===== src/cfg_clk_pkg.sv =====
// Constants for the configuration word decoder and clock selector.
package cfg_clk_pkg;
    localparam logic [15:0] CFG_WORD_ONE_ADDR = 16'h8007;
    localparam logic [15:0] CFG_WORD_TWO_ADDR = 16'h8008;
    localparam int CFG_WIDTH = 14;
    localparam int FAILSAFE_BIT = 13;
    localparam int SWITCHOVER_BIT = 12;
    localparam int CLOCK_OUT_PIN_BIT = 11;
    localparam int BROWNOUT_HI = 10;
    localparam int BROWNOUT_LO = 9;
    localparam int DATA_PROT_BIT = 8;
    localparam int PROG_PROT_BIT = 7;
    localparam int RESET_PIN_BIT = 6;
    localparam int POWERUP_BIT = 5;
    localparam int WATCHDOG_HI = 4;
    localparam int WATCHDOG_LO = 3;
    localparam int OSC_HI = 2;
    localparam int OSC_LO = 0;
    localparam logic [1:0] MODE_ALWAYS = 2'h3;
    localparam logic [1:0] MODE_RUN_ONLY = 2'h2;
    localparam logic [1:0] MODE_SOFTWARE = 2'h1;
    localparam logic [1:0] MODE_OFF = 2'h0;
    localparam logic [2:0] OSC_EXT_HIGH = 3'h7;
    localparam logic [2:0] OSC_EXT_MID = 3'h6;
    localparam logic [2:0] OSC_EXT_LOW = 3'h5;
    localparam logic [2:0] OSC_INTERNAL = 3'h4;
    localparam logic [2:0] OSC_EXT_RC = 3'h3;
    localparam logic [2:0] OSC_FAST_XTAL = 3'h2;
    localparam logic [2:0] OSC_STD_XTAL = 3'h1;
    localparam logic [2:0] OSC_LP_XTAL = 3'h0;
    localparam logic [5:0] TRIM_RESET = 6'h00;
    localparam logic [3:0] FREQ_RESET = 4'h7;
    localparam logic [3:0] FREQ_SLOW = 4'h0;
    localparam logic [3:0] FREQ_PLL = 4'hf;
    localparam logic [1:0] SRC_CONFIG = 2'h0;
    localparam int STARTUP_COUNT = 1024;
    localparam logic [3:0] REG_CFG_ONE = 4'h0;
    localparam logic [3:0] REG_TRIM = 4'h1;
    localparam logic [3:0] REG_CONTROL = 4'h2;
    localparam logic [3:0] REG_STATE = 4'h3;
    localparam logic [3:0] REG_SOFT = 4'h4;
endpackage


===== src/edge_counter.sv =====
// Counts falling edges of a sampled clock level up to a limit.
`timescale 1ns/10ps
`default_nettype none
module edge_counter
    import cfg_clk_pkg::*;
#(
    parameter int LIMIT = STARTUP_COUNT
)
(
    // Clock and reset.
    input wire logic i_mclk,
    input wire logic i_resetn,
    // Control.
    input wire logic i_restart,
    input wire logic i_enable,
    input wire logic i_level,
    // Result.
    output logic o_done
);
    localparam int CW = $clog2(LIMIT + 1);
    localparam logic [CW-1:0] LIMIT_C = CW'(LIMIT);
    logic prev_q;
    logic [CW-1:0] count_q;

    always_ff @(posedge i_mclk or negedge i_resetn)
    begin
        if (!i_resetn)
            prev_q <= 1'b0;
        else
            prev_q <= i_level;
    end

    always_ff @(posedge i_mclk or negedge i_resetn)
    begin
        if (!i_resetn)
            count_q <= '0;
        else if (i_restart)
            count_q <= '0;
        else if (i_enable && prev_q && !i_level && count_q != LIMIT_C)
            count_q <= count_q + CW'(1);
    end

    assign o_done = (count_q == LIMIT_C);

    a_count_bounded: assert property (@(posedge i_mclk) disable iff (!i_resetn)
        count_q <= LIMIT_C) else $error("start-up count passed its limit");
endmodule // edge_counter
`default_nettype wire


===== src/cfg_clock_select.sv =====
// Configuration word decode and system clock selection with two-speed start-up.
//
// Summary of operation
// Config words held at 8007h and 8008h.
// Bit 13 enables failing-clock monitor.
// Bit 12 enables two-speed start-up.
// Bit 11 clock-out, ignored in crystal modes.
// Bits 10-9 select brown-out mode.
// Bits 8,7 low enable read protection.
// Protection turned off erases memory.
// Bit 6 reset pin, ignored under LOW_VOLTAGE_PROG.
// Bit 5 low enables power-up timer.
// Bits 4-3 select watchdog mode.
// Bits 2-0 select oscillator source.
// Tools keep debug bit at one.
// Six-bit signed trim, resets to zero.
// Trim drifts, no completion status.
// Trim never alters slow oscillator.
// Slow oscillator runs when selected or used.
// Status bit shows slow oscillator running.
// Four-bit field selects internal frequency.
// Every reset loads frequency field 0111.
// Run internal while counting 1024 cycles.
// Wait edges, set status, then switch.
// Software reads external-running status.
// Without switchover, crystal holds execution.
`timescale 1ns/10ps
`default_nettype none
module cfg_clock_select
    import cfg_clk_pkg::*;
#(
    parameter int START_CYCLES = STARTUP_COUNT
)
(
    // Clock and reset.
    input wire logic i_mclk,
    input wire logic i_resetn,
    // Register port.
    input wire logic [3:0] i_addr,
    input wire logic [15:0] i_wdata,
    input wire logic i_wr,
    input wire logic i_rd,
    output logic [15:0] o_rdata,
    // Non-volatile configuration.
    input wire logic [15:0] i_cfg_addr,
    input wire logic [CFG_WIDTH-1:0] i_cfg_data,
    input wire logic i_cfg_load,
    input wire logic i_low_voltage_prog,
    input wire logic i_protect_erase,
    // Oscillator levels and events.
    input wire logic i_internal_osc,
    input wire logic i_ext_clock,
    input wire logic i_wake,
    input wire logic i_sleeping,
    // Decoded configuration.
    output logic o_failsafe_monitor_en,
    output logic o_clock_output_en,
    output logic o_brownout_active,
    output logic o_data_protect_n,
    output logic o_program_protect_n,
    output logic o_reset_pin_select,
    output logic o_pin_pullup_en,
    output logic o_powerup_timer_en,
    output logic o_watchdog_active,
    output logic [2:0] o_osc_select,
    output logic o_erase_program,
    output logic o_erase_data,
    // Clock control.
    output logic [5:0] o_trim,
    output logic [3:0] o_int_freq_select,
    output logic o_pll_en,
    output logic o_slow_osc_en,
    output logic o_use_external,
    output logic o_sysclk_hold,
    output logic o_exec_hold
);
    typedef enum logic [2:0] {ST_IDLE, ST_COUNT, ST_WAIT_INT, ST_WAIT_EXT, ST_EXTERNAL} start_t;

    function automatic logic is_crystal(input logic [2:0] sel);
        is_crystal = (sel == OSC_LP_XTAL) || (sel == OSC_STD_XTAL) || (sel == OSC_FAST_XTAL);
    endfunction

    function automatic logic mode_on(input logic [1:0] m, input logic sw, input logic sleep);
        case (m)
            MODE_ALWAYS: mode_on = 1'b1;
            MODE_RUN_ONLY: mode_on = !sleep;
            MODE_SOFTWARE: mode_on = sw;
            default: mode_on = 1'b0;
        endcase
    endfunction

    logic [CFG_WIDTH-1:0] cfg_one_q;
    logic [CFG_WIDTH-1:0] cfg_two_q;
    logic [5:0] trim_q;
    logic [3:0] freq_q;
    logic [1:0] src_q;
    logic sw_brownout_q;
    logic sw_watchdog_q;
    logic pin_pullup_q;
    start_t state_q;
    start_t state_d;
    logic int_prev_q;
    logic ext_prev_q;
    logic count_done;
    logic count_restart;
    logic int_fall;
    logic ext_fall;
    logic ext_running_q;
    logic slow_en_d;
    logic [2:0] osc;
    logic xtal;

    assign osc = cfg_one_q[OSC_HI:OSC_LO];
    assign xtal = is_crystal(osc);
    assign int_fall = int_prev_q && !i_internal_osc;
    assign ext_fall = ext_prev_q && !i_ext_clock;
    assign count_restart = i_wake;

    // Configuration words load from their program addresses.
    always_ff @(posedge i_mclk or negedge i_resetn)
    begin
        if (!i_resetn)
        begin
            cfg_one_q <= '1;
            cfg_two_q <= '1;
        end
        else if (i_cfg_load && i_cfg_addr == CFG_WORD_ONE_ADDR)
            cfg_one_q <= i_cfg_data;
        else if (i_cfg_load && i_cfg_addr == CFG_WORD_TWO_ADDR)
            cfg_two_q <= i_cfg_data;
    end

    // Software writable registers.
    always_ff @(posedge i_mclk or negedge i_resetn)
    begin
        if (!i_resetn)
        begin
            trim_q <= TRIM_RESET;
            freq_q <= FREQ_RESET;
            src_q <= SRC_CONFIG;
            sw_brownout_q <= 1'b0;
            sw_watchdog_q <= 1'b0;
            pin_pullup_q <= 1'b0;
        end
        else if (i_wr)
        begin
            case (i_addr)
                REG_TRIM: trim_q <= i_wdata[5:0];
                REG_CONTROL:
                begin
                    freq_q <= i_wdata[5:2];
                    src_q <= i_wdata[1:0];
                end
                REG_SOFT:
                begin
                    sw_brownout_q <= i_wdata[0];
                    sw_watchdog_q <= i_wdata[1];
                    pin_pullup_q <= i_wdata[2];
                end
                default: ;
            endcase
        end
    end

    // Read data, one cycle after the strobe.
    always_ff @(posedge i_mclk or negedge i_resetn)
    begin
        if (!i_resetn)
            o_rdata <= '0;
        else if (i_rd)
        begin
            case (i_addr)
                REG_CFG_ONE: o_rdata <= {2'h0, cfg_one_q};
                REG_TRIM: o_rdata <= {10'h000, trim_q};
                REG_CONTROL: o_rdata <= {10'h000, freq_q, src_q};
                REG_STATE: o_rdata <= {14'h0000, o_slow_osc_en, ext_running_q};
                REG_SOFT: o_rdata <= {13'h0000, pin_pullup_q, sw_watchdog_q, sw_brownout_q};
                default: o_rdata <= '0;
            endcase
        end
        else
            o_rdata <= '0;
    end

    // Decoded option outputs.
    always_ff @(posedge i_mclk or negedge i_resetn)
    begin
        if (!i_resetn)
        begin
            o_failsafe_monitor_en <= 1'b0;
            o_clock_output_en <= 1'b0;
            o_brownout_active <= 1'b0;
            o_data_protect_n <= 1'b1;
            o_program_protect_n <= 1'b1;
            o_reset_pin_select <= 1'b1;
            o_pin_pullup_en <= 1'b1;
            o_powerup_timer_en <= 1'b0;
            o_watchdog_active <= 1'b0;
            o_osc_select <= OSC_EXT_HIGH;
            o_erase_program <= 1'b0;
            o_erase_data <= 1'b0;
        end
        else
        begin
            o_failsafe_monitor_en <= cfg_one_q[FAILSAFE_BIT];
            o_clock_output_en <= !xtal && !cfg_one_q[CLOCK_OUT_PIN_BIT];
            o_brownout_active <= mode_on(cfg_one_q[BROWNOUT_HI:BROWNOUT_LO], sw_brownout_q, i_sleeping);
            o_data_protect_n <= cfg_one_q[DATA_PROT_BIT];
            o_program_protect_n <= cfg_one_q[PROG_PROT_BIT];
            o_reset_pin_select <= i_low_voltage_prog || cfg_one_q[RESET_PIN_BIT];
            o_pin_pullup_en <= (i_low_voltage_prog || cfg_one_q[RESET_PIN_BIT]) ? 1'b1 : pin_pullup_q;
            o_powerup_timer_en <= !cfg_one_q[POWERUP_BIT];
            o_watchdog_active <= mode_on(cfg_one_q[WATCHDOG_HI:WATCHDOG_LO], sw_watchdog_q, i_sleeping);
            o_osc_select <= osc;
            o_erase_program <= i_protect_erase && !cfg_one_q[PROG_PROT_BIT];
            o_erase_data <= i_protect_erase && !cfg_one_q[DATA_PROT_BIT];
        end
    end

    // Clock control outputs; trim goes only to the fast source.
    always_ff @(posedge i_mclk or negedge i_resetn)
    begin
        if (!i_resetn)
        begin
            o_trim <= TRIM_RESET;
            o_int_freq_select <= FREQ_RESET;
            o_pll_en <= 1'b0;
            o_slow_osc_en <= 1'b0;
        end
        else
        begin
            o_trim <= trim_q;
            o_int_freq_select <= freq_q;
            o_pll_en <= (freq_q == FREQ_PLL);
            o_slow_osc_en <= slow_en_d;
        end
    end

    assign slow_en_d = (freq_q == FREQ_SLOW && src_q[1])
        || !cfg_one_q[POWERUP_BIT] || cfg_one_q[FAILSAFE_BIT]
        || mode_on(cfg_one_q[WATCHDOG_HI:WATCHDOG_LO], sw_watchdog_q, i_sleeping);

    always_ff @(posedge i_mclk or negedge i_resetn)
    begin
        if (!i_resetn)
        begin
            int_prev_q <= 1'b0;
            ext_prev_q <= 1'b0;
        end
        else
        begin
            int_prev_q <= i_internal_osc;
            ext_prev_q <= i_ext_clock;
        end
    end

    edge_counter #(
        .LIMIT(START_CYCLES)
    ) u_startup (
        .i_mclk(i_mclk),
        .i_resetn(i_resetn),
        .i_restart(count_restart),
        .i_enable(state_q == ST_COUNT),
        .i_level(i_ext_clock),
        .o_done(count_done)
    );

    // Start-up sequencing.
    always_comb
    begin
        state_d = state_q;
        case (state_q)
            ST_IDLE:
                if (i_wake && xtal)
                    state_d = ST_COUNT;
            ST_COUNT:
                if (count_done)
                    state_d = cfg_one_q[SWITCHOVER_BIT] ? ST_WAIT_INT : ST_EXTERNAL;
            ST_WAIT_INT:
                if (int_fall)
                    state_d = ST_WAIT_EXT;
            ST_WAIT_EXT:
                if (ext_fall)
                    state_d = ST_EXTERNAL;
            ST_EXTERNAL:
                if (i_wake)
                    state_d = xtal ? ST_COUNT : ST_IDLE;
            default: state_d = ST_IDLE;
        endcase
    end

    always_ff @(posedge i_mclk or negedge i_resetn)
    begin
        if (!i_resetn)
            state_q <= ST_IDLE;
        else
            state_q <= state_d;
    end

    always_ff @(posedge i_mclk or negedge i_resetn)
    begin
        if (!i_resetn)
            ext_running_q <= 1'b0;
        else if ((state_q == ST_WAIT_INT && int_fall) || (state_q == ST_COUNT && state_d == ST_EXTERNAL))
            ext_running_q <= 1'b1;
        else if (state_q == ST_COUNT)
            ext_running_q <= 1'b0;
    end

    always_ff @(posedge i_mclk or negedge i_resetn)
    begin
        if (!i_resetn)
        begin
            o_use_external <= 1'b0;
            o_sysclk_hold <= 1'b0;
            o_exec_hold <= 1'b0;
        end
        else
        begin
            o_use_external <= (state_d == ST_EXTERNAL) || (state_d == ST_IDLE && !xtal && osc != OSC_INTERNAL);
            o_sysclk_hold <= (state_d == ST_WAIT_EXT);
            o_exec_hold <= (state_d == ST_COUNT) && !cfg_one_q[SWITCHOVER_BIT];
        end
    end

    a_hold_no_switch: assert property (@(posedge i_mclk) disable iff (!i_resetn)
        (state_q == ST_COUNT && !cfg_one_q[SWITCHOVER_BIT]) |-> o_exec_hold)
        else $error("execution ran during start-up count without switchover");
    a_status_direct: assert property (@(posedge i_mclk) disable iff (!i_resetn)
        (state_q == ST_COUNT && count_done && !cfg_one_q[SWITCHOVER_BIT]) |=> ext_running_q && o_use_external)
        else $error("status not set on direct switch to external");
    a_status_before_ext: assert property (@(posedge i_mclk) disable iff (!i_resetn)
        (state_q == ST_WAIT_INT && int_fall) |=> ext_running_q && o_sysclk_hold)
        else $error("status not set on internal falling edge");
    a_freq_reset: assert property (@(posedge i_mclk) disable iff (!i_resetn)
        $rose(i_resetn) |-> o_int_freq_select == FREQ_RESET)
        else $error("frequency field not at reset value");
    a_clock_out_pin_xtal: assert property (@(posedge i_mclk) disable iff (!i_resetn)
        ($stable(cfg_one_q) && xtal) |=> !o_clock_output_en)
        else $error("clock-out driven in crystal mode");
    a_powerup_timer_decode: assert property (@(posedge i_mclk) disable iff (!i_resetn)
        1'b1 |=> o_powerup_timer_en == !$past(cfg_one_q[POWERUP_BIT]))
        else $error("power-up timer enable wrong");
    a_trim_follow: assert property (@(posedge i_mclk) disable iff (!i_resetn)
        (i_wr && i_addr == REG_TRIM) |=> ##1 o_trim == $past(i_wdata[5:0], 2))
        else $error("trim not applied");
    a_fail_mon: assert property (@(posedge i_mclk) disable iff (!i_resetn)
        1'b1 |=> o_failsafe_monitor_en == $past(cfg_one_q[FAILSAFE_BIT]))
        else $error("monitor enable wrong");
    a_pll_select: assert property (@(posedge i_mclk) disable iff (!i_resetn)
        1'b1 |=> o_pll_en == ($past(freq_q) == FREQ_PLL))
        else $error("multiplier enable wrong");
endmodule // cfg_clock_select
`default_nettype wire


===== config.mk =====
export PLATFORM = sky130hd
export DESIGN_NAME = cfg_clock_select
export DESIGN_NICKNAME = d
export VERILOG_FILES = /design/src/cfg_clk_pkg.sv /design/src/edge_counter.sv /design/src/cfg_clock_select.sv
export SDC_FILE = /design/constraint.sdc
export NUM_CORES = 1
export LEC_CHECK = 0
export ABC_CLOCK_PERIOD_IN_PS = 2950
export BUFFER_PORTS_ARGS = -buffer_cell sky130_fd_sc_hd__buf_2
export CAP_MARGIN = 40
export CELL_PAD_IN_SITES_DETAIL_PLACEMENT = 0
export CELL_PAD_IN_SITES_GLOBAL_PLACEMENT = 1
export CORE_MARGIN = 5
export CORE_UTILIZATION = 40
export CTS_CLUSTER_DIAMETER = 30
export DETAILED_ROUTE_END_ITERATION = 6
export GPL_TIMING_DRIVEN = 1
export PLACE_DENSITY = 0.9
export SLEW_MARGIN = 20
export SYNTH_ARGS = -nofsm -noshare
export SYNTH_HDL_FRONTEND = slang
export SYNTH_SLANG_ARGS = --single-unit
export TNS_END_PERCENT = 100

===== constraint.sdc =====
create_clock -name i_mclk -period 2.95 [get_ports i_mclk]
set_clock_uncertainty 0.05 [all_clocks]
set_input_delay 0.4425 -clock i_mclk [delete_from_list [all_inputs] [get_ports i_mclk]]
set_output_delay 0.4425 -clock i_mclk [all_outputs]
set_load 0.05 [all_outputs]

==> impl_metrics.csv <==
group,metric,value,unit
status,status,"finished, final reports clean",
floorplanning,dieHeight,105,um
grt,grt_pass1_vias,2596,
synth,synthXorXnorAreaFrac,0.0242,
timing,setup_viol,0,
worst_setup_path,crit_path_start_kind,"flip-flop",
hold_path,min_path_type,"in -> reg",
worst_setup_path,critical_path.slowest_cell,"dfrtp_1",
floorplanning,die_area,11000,um^2
finish,fill_cells,781,
timing,drv_slew,0,
worst_setup_path,critPathLaunch,"u_startup.count_q[3]",
grt,overflow,0,
place,place_ws,0.895,ns
routing,avgRoutedWirePerCell,15.8,um
power,power_leakage,2.14,nW
job,maxCapViolations,0,
floorplanning,boundaryPins,106,
timing,setup_tns,0,ns
finish,final_layout_size_suffix_gt1_frac,0.446,
synth,ys_top_cells_by_area,"dfrtp_1 43%, dfstp_2 20%, mux2_2 8.1%",
worst_setup_path,max_stage_delay,0.43,ns
floorplanning,die_w,105,um
timing,fin_crit,1.91,ns
floorplanning,core,8760,um^2
clocking,cts_buffers,9,
routing,viasPerCell,5.05,
synth,yosys_warnings,0,
routing,vias,2514,
synth,synth_seq_area_share,0.625,
clocking,clock-sinks,89,
synth,synthTopCellsByCount,"62 x dfrtp_1, 31 x nor2_1, 27 x dfstp_2",
worst_setup_path,worstPathRequired,3.14,ns
worst_setup_path,worst_setup_path_end_kind,"flip-flop",
synth,ys_types,47,
clocking,cts.clk_slew.worst_paths,0.08,ns
worst_setup_path,critPathMaxFanout,7,
synth,synthArstFlopShare,1.00,
synth,avgSynthCellArea,12.7,um^2
place,hpwlAfterDp,5760,um
timing,fmax,524,MHz
synth,synth-compound-area-share,0.0450,
routing,ant_nets,0,
power,power_density,633,nW/um^2
timing,worst_slack,1.04,ns
synth,synth_simple_gate_area_frac,0.170,
synth,synthMostInstantiatedCell,"dfrtp_1",
synth,synth_top_family_by_area,"simple AND/OR/NAND/NOR gates",
clocking,postCtsSetupBuffers,0,
place,portBuffers,93,
synth,synth_fa_ha_area_frac,0.00969,
timing,rsz0062_at_grt,"false",
hold_path,hp-start,"i_internal_osc",
floorplanning,start_util,0.412,
synth,synth-edff-count,0,
grt,antenna_found_initial,0,
routing,first_iter_violations,90,
worst_setup_path,critPathKind,"reg -> reg",
worst_setup_path,r2r_end,"o_exec_hold",
synth,ys_ff_latch,89,
finish,regArea,2260,um^2
worst_setup_path,critPathArrivalTime,2.10,ns
clocking,cts_max_path_buffers,2,
synth,syn_inst,285,
clocking,cts_tree,"yes",
routing,firstDrtPassIters,5,
synth,synth_top_cell_by_area,"dfrtp_1",
worst_setup_path,r2r_slack,1.04,ns
grt,grt_usage,0.148,
finish,fin_nets,448,
routing,drcViolationCount,0,
synth,synth.area.mux_share,0.103,
clocking,cts.htree.levels,3,
grt,grt_max_degree,59,
synth,synth_top_area_frac,0.429,
clocking,root_buffer,"clkbuf_8",
timing,hold_viol,0,
routing,wl,7850,um
place,gp_congestion,0.835,
timing,fin_crit_sh,0.647,
worst_setup_path,crit_path_cell_trace,"nor4_2 -> and4_1 -> nor2_1 -> a311o_1 -> nor3b_2",
worst_setup_path,endpoint,"o_exec_hold",
grt,grt_pass1_wl,13100,um
floorplanning,rows,34,
power,ir_drop,0.288,mV
finish,multiInputGateArea,1280,um^2
worst_setup_path,reg2regPathDepth,5,
clocking,clock_latency,0.35,ns
synth,ys.flop_type,"dfrtp_1",
worst_setup_path,reg2reg_from,"u_startup.count_q[3]",
finish,syn2layout_area_growth,23.0,%
finish,n_antenna_cell,0,
synth,syn-cell-area,3610,um^2
## flip-flops by register name, indices dropped and copies added, names as in the netlist, 2 cells and up
signal	cells
freq_q	4
src_q	2
u_startup.count_q	11
o_osc_select	3
o_int_freq_select	4
o_rdata	14
cfg_one_q	14
o_trim	6
trim_q	6
state_q	3
## report_power, final
part           switching (mW)  total [mW]  internal (mW)
combinational           0.311       0.450          0.140
sequential             0.0669        1.41           1.34
clock                   0.431       0.957          0.526
total                   0.809        2.81           2.00
## layer usage
layer / vias to the layer above / wire length (um) / GRT usage / share of wire
met1: 1222 / 3510 / 0.200 / 0.45
met3: 11 / 515 / 0.0333 / 0.066
met4: 0 / 127 / 0.0603 / 0.016
met2: 87 / 3700 / 0.232 / 0.47
met5: - / 0 / 0 / 0
li1: 1194 / - / - / -
## worst min path at each step
stage                          endpoint  slack [ns]  cells past startpoint
detailed placement  o_program_protect_n        0.32                      0
CTS                          int_prev_q        0.15                      1
global placement       o_data_protect_n        0.32                      0
floorplan                 ext_running_q         0.1                      0
global route           u_startup.prev_q        0.16                      1
finish                       int_prev_q        0.16                      1
## per-stage QoR
stage               cells  utilization  hold WS (ns)  area, um^2  total power [mW]
finish                498        0.507         0.161        4450              2.81
detailed placement    481        0.480         0.321        4210              1.88
floorplan             286            -        0.0969        3620              1.72
global route          498        0.507         0.158        4450              2.92
CTS                   498        0.507         0.149        4450              2.83
global placement      480        0.477         0.318        4180              1.86
## worst max-delay path: cells and delay by family (launching register included)
| kind | cells | cell delay, ns |
|---|---|---|
| AND/OR/NAND/NOR | 4 | 1.02 |
| flip-flops | 1 | 0.43 |
| AO/OA/AOI/OAI | 1 | 0.31 |
## timing repair
action	CTS	global route
endpoints found under the hold margin	20	0
hold buffers	1	0
gates resized for setup	0	0
## cells by family after synthesis
logic type               after synthesis
XOR/XNOR                              10
AO/OA/AOI/OAI                         28
buffers and inverters                 15
other                                  1
adder cells (fa/ha/maj)                3
flip-flops                            89
multiplexers                          34
AND/OR/NAND/NOR                      105
## cells in the final DEF, fill, tap and decap left out, types with 7 or more instances in the layout
cell type  netlist  layout
and2_1           7       7
o21ai_0          7       7
dfstp_2         27      27
clkbuf_8         0      11
mux2i_1          8       8
xnor2_1          7       7
nand2_1         14      14
nor4_1           8       8
buf_2            0      92
nor2_1          31      31
dfrtp_1         62      62
mux2_2          26      26
a21oi_1         15      15
## area by class of cell
class / instances / share of cell area
Sequential cell: 89 / 0.508
Multi-Input combinational cell: 182 / 0.288
Timing Repair Buffer: 97 / 0.117
Clock buffer: 12 / 0.0349
Tap cell: 108 / 0.0304
Clock inverter: 4 / 0.0166
Inverter: 6 / 0.00506
No activity file was read; power rests on OpenSTA's default activity.
